### src/rtl/lcdcx_pkg.sv
// constants for the lcd command executor
// assumes: bytes arrive already framed as command or display data
package lcdcx_pkg;
    // command byte field positions
    localparam int unsigned CONT_BIT = 7;
    localparam logic [1:0] PTR_OP = 2'h0;       // bits 6..5 of pointer cmd
    localparam logic [3:0] SUB_OP = 4'hc;       // bits 6..3 of subaddress cmd
    localparam logic [4:0] BANK_OP = 5'h1e;     // bits 6..2 of bank cmd
    localparam logic [3:0] BLINK_OP = 4'he;     // bits 6..3 of blink cmd
    // ram geometry
    localparam int unsigned RAM_DEPTH = 24;
    localparam int unsigned ADDR_W = 5;
    localparam int unsigned DATA_W = 4;
    localparam logic [4:0] PTR_MAX = 5'h17;
    localparam logic [4:0] PTR_RST = 5'h00;
    localparam logic [2:0] SUB_RST = 3'h0;
    // drive mode codes (m1 m0)
    localparam logic [1:0] MODE_STATIC = 2'h1;
    localparam logic [1:0] MODE_MUX2 = 2'h2;
    localparam logic [1:0] MODE_MUX3 = 2'h3;
    localparam logic [1:0] MODE_MUX4 = 2'h0;
    localparam logic [1:0] BLINK_OFF = 2'h0;
    typedef enum logic [1:0] {
        LCDCX_CMD_NONE,
        LCDCX_CMD_PTR,
        LCDCX_CMD_SUB,
        LCDCX_CMD_OTHER
    } lcdcx_cmd_type;
endpackage : lcdcx_pkg

### src/rtl/lcdcx_exec.sv
// command executor and display data store of a segment lcd driver
// assumes: framing logic presents each command or data byte as a one-cycle strobe
// assumes: drive mode comes from the mode-set logic on the same clock
// assumes: subaddress straps are static pins, synchronised in here
// assumes: ram read address comes from the backplane timing logic
// assumes: one clock; reset synchronous and active high
//
// Notes on behaviour
// - pointer command loads 5-bit value 0..23 into ram address pointer
// - subaddress command stores 3-bit selected subaddress 0..7
// - bank bits pick ram bit 0 or 2 (static), bits 0-1 or 2-3 (1:2)
// - bank select command ignored in 1:3 and 1:4 drive modes
// - blink field 00 off, 01/10/11 select frequency 1, 2, 3
// - blink mode bit 0 normal blinking, 1 alternate bank blinking
// - decoded commands update the operating state, save out-of-range pointers and bank commands in 1:3 or 1:4
// - settings held in status registers, combined for display
// - display data written at pointer locations in storage order
// - pointer byte: C, 00, five pointer bits
// - subaddress byte: C, 1100, three subaddress bits
// - bank byte: C, 11110, input bank bit, output bank bit
// - blink byte: C, 1110, mode bit, two frequency bits
`timescale 1ns/1ns
`default_nettype none
module lcdcx_exec
    import lcdcx_pkg::*;
(
    input wire logic REF_CLK_I,
    input wire logic RESET_I,
    input wire logic CMD_VALID_I,
    input wire logic DATA_VALID_I,
    input wire logic [7:0] BYTE_I,
    input wire logic [1:0] DRIVE_MODE_I,
    input wire logic [2:0] HW_SUBADDR_I,
    input wire logic [4:0] DISP_ADDR_I,
    output logic [4:0] POINTER_O,
    output logic [2:0] SUBADDR_O,
    output logic INPUT_BANK_O,
    output logic OUTPUT_BANK_O,
    output logic [1:0] BLINK_FREQ_O,
    output logic BLINK_ENABLE_O,
    output logic BLINK_ALT_O,
    output logic SELECTED_O,
    output logic [3:0] DISP_DATA_O
);
    ////////////////////////////////////////////////////////////////////
    // decode
    logic [4:0] pointer_reg;
    logic [2:0] subaddr_reg;
    logic in_bank_reg;
    logic out_bank_reg;
    logic [1:0] blink_freq_reg;
    logic blink_alt_reg;
    logic is_ptr;
    logic is_sub;
    logic is_bank;
    logic is_blink;
    logic bank_mode;
    logic ptr_ok;
    logic selected;
    logic ram_we;
    logic [3:0] ram_wdata;
    logic [3:0] ram_wmask;
    logic [4:0] ptr_step;
    logic [2:0] sub_step;
    // synchronised copy of the subaddress straps
    logic [2:0] hw_sub_meta_reg;
    logic [2:0] hw_sub_sync_reg;

    // bit fields of the incoming byte
    // named one by one so each command reads its own field
    logic pointer_bit4, pointer_bit3, pointer_bit2, pointer_bit1, pointer_bit0;
    logic subaddr_bit2, subaddr_bit1, subaddr_bit0;
    logic blink_freq_hi, blink_freq_lo;
    assign {pointer_bit4, pointer_bit3, pointer_bit2, pointer_bit1, pointer_bit0} = BYTE_I[4:0];
    assign {subaddr_bit2, subaddr_bit1, subaddr_bit0} = BYTE_I[2:0];
    assign {blink_freq_hi, blink_freq_lo} = BYTE_I[1:0];

    // opcode match on bits 6..x, bit 7 is the continuation flag
    // mode set (10 in bits 6..5) is decoded elsewhere and matches none
    // each opcode is unique over its own bits, so at most one matches
    assign is_ptr = CMD_VALID_I && (BYTE_I[6:5] == PTR_OP);
    assign is_sub = CMD_VALID_I && (BYTE_I[6:3] == SUB_OP);
    assign is_bank = CMD_VALID_I && (BYTE_I[6:2] == BANK_OP);
    assign is_blink = CMD_VALID_I && (BYTE_I[6:3] == BLINK_OP);
    // bank switching only exists in static and 1:2 drive
    assign bank_mode = (DRIVE_MODE_I == MODE_STATIC) || (DRIVE_MODE_I == MODE_MUX2);

    ////////////////////////////////////////////////////////////////////
    // range test shared by the pointer command and the auto increment;
    // six bits wide so the carry of the increment is seen as well
    // true when the value names one of the ram words
    function automatic logic lcdcx_in_range(input logic [5:0] value);
        lcdcx_in_range = (value <= {1'b0, PTR_MAX});
    endfunction : lcdcx_in_range

    // out-of-range pointer values are dropped, not wrapped
    assign ptr_ok = lcdcx_in_range({1'b0, pointer_bit4, pointer_bit3, pointer_bit2,
                                    pointer_bit1, pointer_bit0});

    // pointer advance, one word per data byte in every drive mode;
    // past the last word it wraps to zero and the next subaddress
    // takes over, so a long stream runs on into the next device
    always_comb begin
        logic [5:0] sum;
        sum = {1'b0, pointer_reg} + 6'h01;
        if (!lcdcx_in_range(sum)) begin
            ptr_step = PTR_RST;
            sub_step = subaddr_reg + 3'h1;
        end else begin
            ptr_step = sum[4:0];
            sub_step = subaddr_reg;
        end
    end

    ////////////////////////////////////////////////////////////////////
    // strapped subaddress pins sit outside the clock domain; two flops
    // before the compare, no reset, so the straps are settled well
    // before a reset of a few cycles is released
    // a change of strap mid-run shows up two cycles later
    always_ff @(posedge REF_CLK_I) begin
        hw_sub_meta_reg <= HW_SUBADDR_I;
        hw_sub_sync_reg <= hw_sub_meta_reg;
    end

    // pointer and subaddress registers
    // a command wins over data; the two strobes never come together,
    // so the order only matters for a broken framer upstream
    // an out-of-range pointer falls through and leaves both alone
    // the pointer still advances for data meant for another device
    assign selected = (subaddr_reg == hw_sub_sync_reg);
    always_ff @(posedge REF_CLK_I) begin
        if (RESET_I) begin
            pointer_reg <= PTR_RST;
            subaddr_reg <= SUB_RST;
        end else if (is_ptr && ptr_ok) begin
            pointer_reg <= {pointer_bit4, pointer_bit3, pointer_bit2, pointer_bit1,
                            pointer_bit0};
        end else if (is_sub) begin
            subaddr_reg <= {subaddr_bit2, subaddr_bit1, subaddr_bit0};
        end else if (DATA_VALID_I) begin
            pointer_reg <= ptr_step;
            subaddr_reg <= sub_step;
        end
    end

    // bank select status, dropped outside static/1:2
    // stored bits keep their value across a change of drive mode,
    // so a return to static or 1:2 finds the last bank choice
    // a bank command in 1:3 or 1:4 leaves them untouched
    always_ff @(posedge REF_CLK_I) begin
        if (RESET_I) begin
            in_bank_reg <= 1'b0;
            out_bank_reg <= 1'b0;
        end else if (is_bank && bank_mode) begin
            in_bank_reg <= BYTE_I[1];
            out_bank_reg <= BYTE_I[0];
        end
    end

    // blink status
    // frequency and mode are taken as one, from one command byte
    // the blink timer itself sits in the output timing logic
    // a new code takes effect from the next cycle
    always_ff @(posedge REF_CLK_I) begin
        if (RESET_I) begin
            blink_freq_reg <= BLINK_OFF;
            blink_alt_reg <= 1'b0;
        end else if (is_blink) begin
            blink_freq_reg <= {blink_freq_hi, blink_freq_lo};
            blink_alt_reg <= BYTE_I[2];
        end
    end

    ////////////////////////////////////////////////////////////////////
    // ram write: low nibble of byte, masked to the input bank
    // static keeps one bit per bank, 1:2 two bits per bank;
    // 1:3 and 1:4 use the whole word and ignore the bank bit
    // the mask spares the other bank, so two images can share a word
    always_comb begin
        ram_wdata = BYTE_I[3:0];
        ram_wmask = 4'hf;
        if (DRIVE_MODE_I == MODE_STATIC) begin
            ram_wmask = in_bank_reg ? 4'h4 : 4'h1;
            ram_wdata = in_bank_reg ? {1'b0, BYTE_I[0], 2'h0} : {3'h0, BYTE_I[0]};
        end else if (DRIVE_MODE_I == MODE_MUX2) begin
            ram_wmask = in_bank_reg ? 4'hc : 4'h3;
            ram_wdata = in_bank_reg ? {BYTE_I[1:0], 2'h0} : {2'h0, BYTE_I[1:0]};
        end
    end
    // only the addressed device stores; the others just count along
    assign ram_we = DATA_VALID_I && selected;

    // read side free running for the backplane and segment timing,
    // one cycle of latency, address may change every cycle
    lcdcx_ram #(
        .DEPTH(RAM_DEPTH),
        .AW(ADDR_W),
        .DW(DATA_W)
    ) u_ram (
        .clk_i(REF_CLK_I),
        .we_i(ram_we),
        .waddr_i(pointer_reg),
        .wdata_i(ram_wdata),
        .wmask_i(ram_wmask),
        .raddr_i(DISP_ADDR_I),
        .rdata_o(DISP_DATA_O)
    );

    ////////////////////////////////////////////////////////////////////
    // status outputs; output bank forced to 0 outside bank modes
    // the gates read the live drive mode, so a change of mode shows
    // at once, without waiting for a new bank or blink command
    // blink enable is a decode of the stored frequency code
    // pointer and subaddress are shown raw for the framing logic
    assign POINTER_O = pointer_reg;
    assign SUBADDR_O = subaddr_reg;
    assign INPUT_BANK_O = in_bank_reg & bank_mode;
    assign OUTPUT_BANK_O = out_bank_reg & bank_mode;
    assign BLINK_FREQ_O = blink_freq_reg;
    assign BLINK_ENABLE_O = (blink_freq_reg != BLINK_OFF);
    assign BLINK_ALT_O = blink_alt_reg & bank_mode;
    assign SELECTED_O = selected;
endmodule : lcdcx_exec
`default_nettype wire

### src/rtl/lcdcx_ram.sv
// display ram, 24 words of 4 bits, per-bit write mask
// assumes: one clock, registered read data
`timescale 1ns/1ns
`default_nettype none
module lcdcx_ram #(
    parameter int unsigned DEPTH = 24,
    parameter int unsigned AW = 5,
    parameter int unsigned DW = 4
) (
    input wire logic clk_i,
    input wire logic we_i,
    input wire logic [AW-1:0] waddr_i,
    input wire logic [DW-1:0] wdata_i,
    input wire logic [DW-1:0] wmask_i,
    input wire logic [AW-1:0] raddr_i,
    output logic [DW-1:0] rdata_o
);
    logic [DW-1:0] mem_reg [DEPTH];

    // masked write; only bits set in wmask_i are touched
    always_ff @(posedge clk_i) begin
        if (we_i && (int'(waddr_i) < DEPTH)) begin
            mem_reg[waddr_i] <= (mem_reg[waddr_i] & ~wmask_i) | (wdata_i & wmask_i);
        end
    end

    // registered read, out of range reads zero
    always_ff @(posedge clk_i) begin
        if (int'(raddr_i) < DEPTH) begin
            rdata_o <= mem_reg[raddr_i];
        end else begin
            rdata_o <= '0;
        end
    end
endmodule : lcdcx_ram
`default_nettype wire

### config.mk
export PLATFORM = sky130hd
export DESIGN_NAME = lcdcx_exec
export DESIGN_NICKNAME = d
export VERILOG_FILES = /design/src/rtl/lcdcx_pkg.sv /design/src/rtl/lcdcx_exec.sv /design/src/rtl/lcdcx_ram.sv
export SDC_FILE = /design/constraint.sdc
export NUM_CORES = 1
export LEC_CHECK = 0
export BUFFER_PORTS_ARGS = -buffer_cell sky130_fd_sc_hd__buf_2
export CAP_MARGIN = 0
export CELL_PAD_IN_SITES_DETAIL_PLACEMENT = 0
export CELL_PAD_IN_SITES_GLOBAL_PLACEMENT = 1
export CORE_AREA = 2 2 135 137
export CTS_CLUSTER_SIZE = 16
export DETAILED_ROUTE_END_ITERATION = 16
export DIE_AREA = 0 0 137 139
export PLACE_DENSITY_LB_ADDON = 0.1
export SLEW_MARGIN = 15
export SYNTH_ARGS = -nofsm -noshare
export SYNTH_HDL_FRONTEND = slang
export SYNTH_SLANG_ARGS = --single-unit
### constraint.sdc
create_clock -name REF_CLK_I -period 2.7 [get_ports REF_CLK_I]
set_input_delay 0.135 -clock REF_CLK_I [delete_from_list [all_inputs] [get_ports REF_CLK_I]]
set_output_delay 0.135 -clock REF_CLK_I [all_outputs]
set_load 0.02 [all_outputs]
* After elaboration in Yosys (flattened, before gate mapping)
Memories as Yosys holds them, arrays and structs flattened. A register that Yosys moved wholly into a read port is not among the register bits.
Index checks and enable logic that the tools add are counted.
** Storage, ports and cells
- Register bits after elaboration :: 19
- Latch bits :: 0
- RAM bits :: 96
- Memory bits (read-only) :: 0
- Input port bits :: 22
- Logic and storage cells :: 66
- Memories kept :: 1
** Memory list
- u_ram.mem_reg :: depth 24, bits a word 4, rd ports 2, clocked after memory_dff 2, wr ports 1, RTL line lcdcx_ram.sv:18 : logic [DW-1:0] mem_reg [DEPTH];
** Operators by class
- Add/subtract/negate cells :: 2
- $mul :: 0
- Divide/modulo/power cells :: 0
- $lt $le $gt $ge :: 4
- Equal/unequal tests :: 8
- Shift operators :: 0
- Multiplexer cells :: 19
- Bitwise gates (word level) :: 8
- Reductions and logical operators :: 16
** Operators with widths (count)
- $mux 5 :: 6
- $mux 4 :: 6
- $mux 3 :: 5
- $lt 5x5->1 const B :: 2
- $and 4x4->4 :: 2
- $eq 4x4->1 const B :: 2
- $logic_and 1x1->1 :: 8
- $add 5x1->6 const B :: 1
- $le 6x5->1 const B :: 1
- $reduce_bool 2->1 :: 3
- $eq 5x5->1 const B :: 1
- $le 5x5->1 const B :: 1
- $not 4->4 :: 1
- $or 4x4->4 :: 1
- $add 3x1->3 const B :: 1
- $and 1x1->1 :: 3
- $eq 3x3->1 :: 1
- $reduce_and 3->1 :: 1
- $eq 2x1->1 const B :: 1
- $eq 2x2->1 const B :: 1
- $logic_not 2->1 :: 1
- $mux 1 :: 2
- $ne 2x1->1 const B :: 1
- $ne 2x2->1 const B :: 1
- 4 further kinds :: 4

* Longest topological paths before layout
- Depth in word-level cells :: 8
- Gate-level depth with buffers :: 8

* By module
A second synthesis with hierarchy kept.
** Unflattened totals
- Cell total of the unflattened synthesis :: 406
- Area, all modules :: 5808.1 um^2
** Modules (own cells, without submodules)
- lcdcx_ram :: instances 1, cells an instance 280, area each 4773.3 um^2, seq. area each 2962.8 um^2
- lcdcx_exec :: instances 1, cells an instance 126, area each 1034.7 um^2, seq. area each 380.4 um^2

* Least setup slack after synthesis
OpenSTA, ideal clock, no wires.
- Path type :: reg2reg
- Start point :: reg with a tool-made name
- End point :: mem u_ram.mem_reg[0][2] (data pin)
- Setup time :: 0.350 ns
- Arrival time :: 1.988 ns
- Data required time :: 2.350 ns
- Path slack :: 0.362 ns
- Cell stages (with the launch flop) :: 9
- Path buffers :: 3
- Cell sequence :: dfxtp_1 -> buf_6 -> buf_12 -> buf_6 -> mux2_1 -> o22ai_1 -> nor3_1 -> nand3_1 -> a31oi_1
** RTL lines (RTL line)
- end, declared :: lcdcx_ram.sv:18

==> reports/results.tsv <==
stage	metric	value	unit
logic_synthesis	post-synthesis sequential area ratio	0.570	
status	outcome	finished, final reports clean	
hold_path	Hold Path Class	in -> reg	
logic_synthesis	ys async rst share	0	
critical_path	WP data arrival	2550	ps
route	Routed WL	15.2	mm
critical_path	WP data required	2860	ps
timing	min Tclk post-route	2380	ps
logic_synthesis	syn avg cell area	14.4	µm²
clock_tree	clock sink count	124	
grt	pin count of the biggest net entering global routing	25	
grt	vias in the first global route	3937	
die	DIE WIDTH	137	µm
timing	Final Hold Viols	0	
grt	first-pass GRT wire length	23.6	mm
power	worst vdd ir	0.455	mV
critical_path	worst-path maximum fanout	20	
layout	fin util	0.409	
logic_synthesis	syn_nets	449	
die	Die H	139	µm
grt	GRT Total Usage	0.171	
die	I/O pins	41	
layout	area delta synth->final	19.4	%
placed_design	Placer Congestion	0.797	
grt	gr busiest metal	met2	
route	Via density	5.30	
timing	hold_ws	73.8	ps
placed_design	Placed Instances	685	
timing	fin crit share	0.883	
die	core box area	17700	µm²
critical_path	startpoint types	flip-flop	
grt	Overflow after GRT	0	
clock_tree	root buf cell	clkbuf_16	
logic_synthesis	Synth cell types	63	
power	total power	0.00477	W
layout	fin cells	723	
logic_synthesis	Post-synth EDFFs	96	
grt	initial antenna violation count	0	
clock_tree	CTS tree	done	
layout	# diodes	0	
timing	Worst Skew	8.69	ps
route	via count	3835	
clock_tree	H-tree depth	4	
critical_path	critical path class	reg -> reg	
logic_synthesis	Top FF cell, synth	edfxtp_1	
clock_tree	Skew-Pair Late Insertion Delay	420	ps
timing	Worst-Margin Slew	761	ps
layout	number of flip-flops under the largest register name	96	
logic_synthesis	Ys Warns	0	
layout	Final Net Count	510	
power	pwr/cell area	662	nW/µm²
die	number of cell rows	49	
grt	met2 track demand over resource	0.258	
logic_synthesis	Mapped Cells	420	
logic_synthesis	Synth area leaders	edfxtp_1 (48%), mux4_2 (15%), dfxtp_1 (9.3%), mux2i_1 (3.3%), nor2_1 (2.4%)	
route	Final ANT Viol Nets	0	
logic_synthesis	most numerous cell in the Yosys netlist	edfxtp_1	
timing	RSZ-0062 raised after global routing	no	
timing	setup_tns	0	ps
route	average wire per standard cell	21.0	µm
logic_synthesis	top cell type's share of synthesized area	0.477	
placed_design	detailed-placement wirelength estimate	11.3	mm
route	DR pass1 iterations	4	
route	DRC	0	
placed_design	port bufs	39	
timing	Pins Over Slew Limit	0	
layout	Fillers	1654	
logic_synthesis	register bit count reported by yosys	124	
clock_tree	# resized after CTS	0	
die	Die ar.	19000	µm²
logic_synthesis	post-synth design cell area	6040	µm²
logic_synthesis	most frequent cells after synthesis	edfxtp_1 (96), mux4_2 (40), nor2_1 (39)	
layout	share of layout cells above drive strength 1	0.294	
clock_tree	Clock Path Buffers	2	
job	max capacitance violation total	0	
critical_path	Crit. End Element	flip-flop	
grt	GR Util met1	0.242	
grt	GR Layer Usage met3	0.0439	
route	DRT iter0 DRCs	203	
logic_synthesis	cell taking the most area after synthesis	edfxtp_1	
clock_tree	clk slew on worst S/H paths	60	ps
timing	fmax	420	MHz
timing	Final setup viols	0	
power	LEAKAGE	2.45	nW
layout	Reg area	3440	µm²
timing	Rel. slew slack	0.492	
layout	Multi-input gate area	2410	µm²
die	starting density of the core	0.342	
clock_tree	TritonCTS Buffers	17	
## cell families after synthesis
group / after synthesis / synth area share
flops: 124 / 0.570
simple gates: 117 / 0.102
mux: 67 / 0.195
compound gates: 66 / 0.0806
buf+inv: 35 / 0.0321
fa+ha+maj: 7 / 0.0145
xor+xnor: 4 / 0.00580
## area by class of cell
type / count / share of cell area
timing repair buffer: 66 / 0.0624
multi-input combinational: 261 / 0.335
tap: 229 / 0.0397
sequential: 124 / 0.478
inverter: 11 / 0.00572
clock inverter: 15 / 0.0208
clock buffer: 17 / 0.0590
## final timing paths
kind	start	end	slack [ps]	cells after the start
max	flip-flop	u_ram.mem_reg[6][3]	320	7
max reg2reg	flip-flop	u_ram.mem_reg[6][3]	320	7
min	RESET_I	in_bank_reg	70	2
min reg2reg	hw_sub_meta_reg[1]	hw_sub_sync_reg[1]	330	0
## critical path, cell delays in order, from the launching register on
cell and delay (ps):
dfxtp_2 500, buf_4 260, mux4_2 560, mux2i_1 150, nand2_1 60, o211ai_1 170
a31oi_2 210, buf_12 200
## stage by stage
stage	setup slack (ps)	area, µm²
after floorplan	362	6040
after global placement	305	6580
after detailed placement	291	6580
after CTS	287	7210
after global routing	154	7210
final	316	7210
## what timing repair did
item,CTS,global route
hold buffers,6,0
endpoints found under the hold margin,6,0
buffers inserted,0,0
## layout by cell type, fill, tap and decap left out, types with 15 or more instances in the layout
cell type | netlist | layout
clkbuf_16 | 0 | 17
nor2b_1 | 15 | 15
dfxtp_1 | 28 | 27
mux2i_1 | 20 | 20
nor2_1 | 39 | 39
mux4_2 | 40 | 40
buf_2 | 7 | 39
buf_4 | 2 | 18
edfxtp_1 | 96 | 96
nand2_1 | 17 | 17
## routing by layer
metal | share of wire | vias to the layer above
met2 | 0.47 | 78
met4 | 0.014 | 0
met5 | 0 | -
li1 | - | 1785
met3 | 0.040 | 12
met1 | 0.47 | 1960
## report_power, final
part / total, W / internal, W / switching [W] / leakage, nW
registers: 0.00214 / 0.00210 / 0.0000351 / 1.09
logic: 0.000443 / 0.000195 / 0.000248 / 1.09
clock network: 0.00219 / 0.00135 / 0.000842 / 0.263
total: 0.00477 / 0.00365 / 0.00112 / 2.45
(Power assumes the default switching activity.)
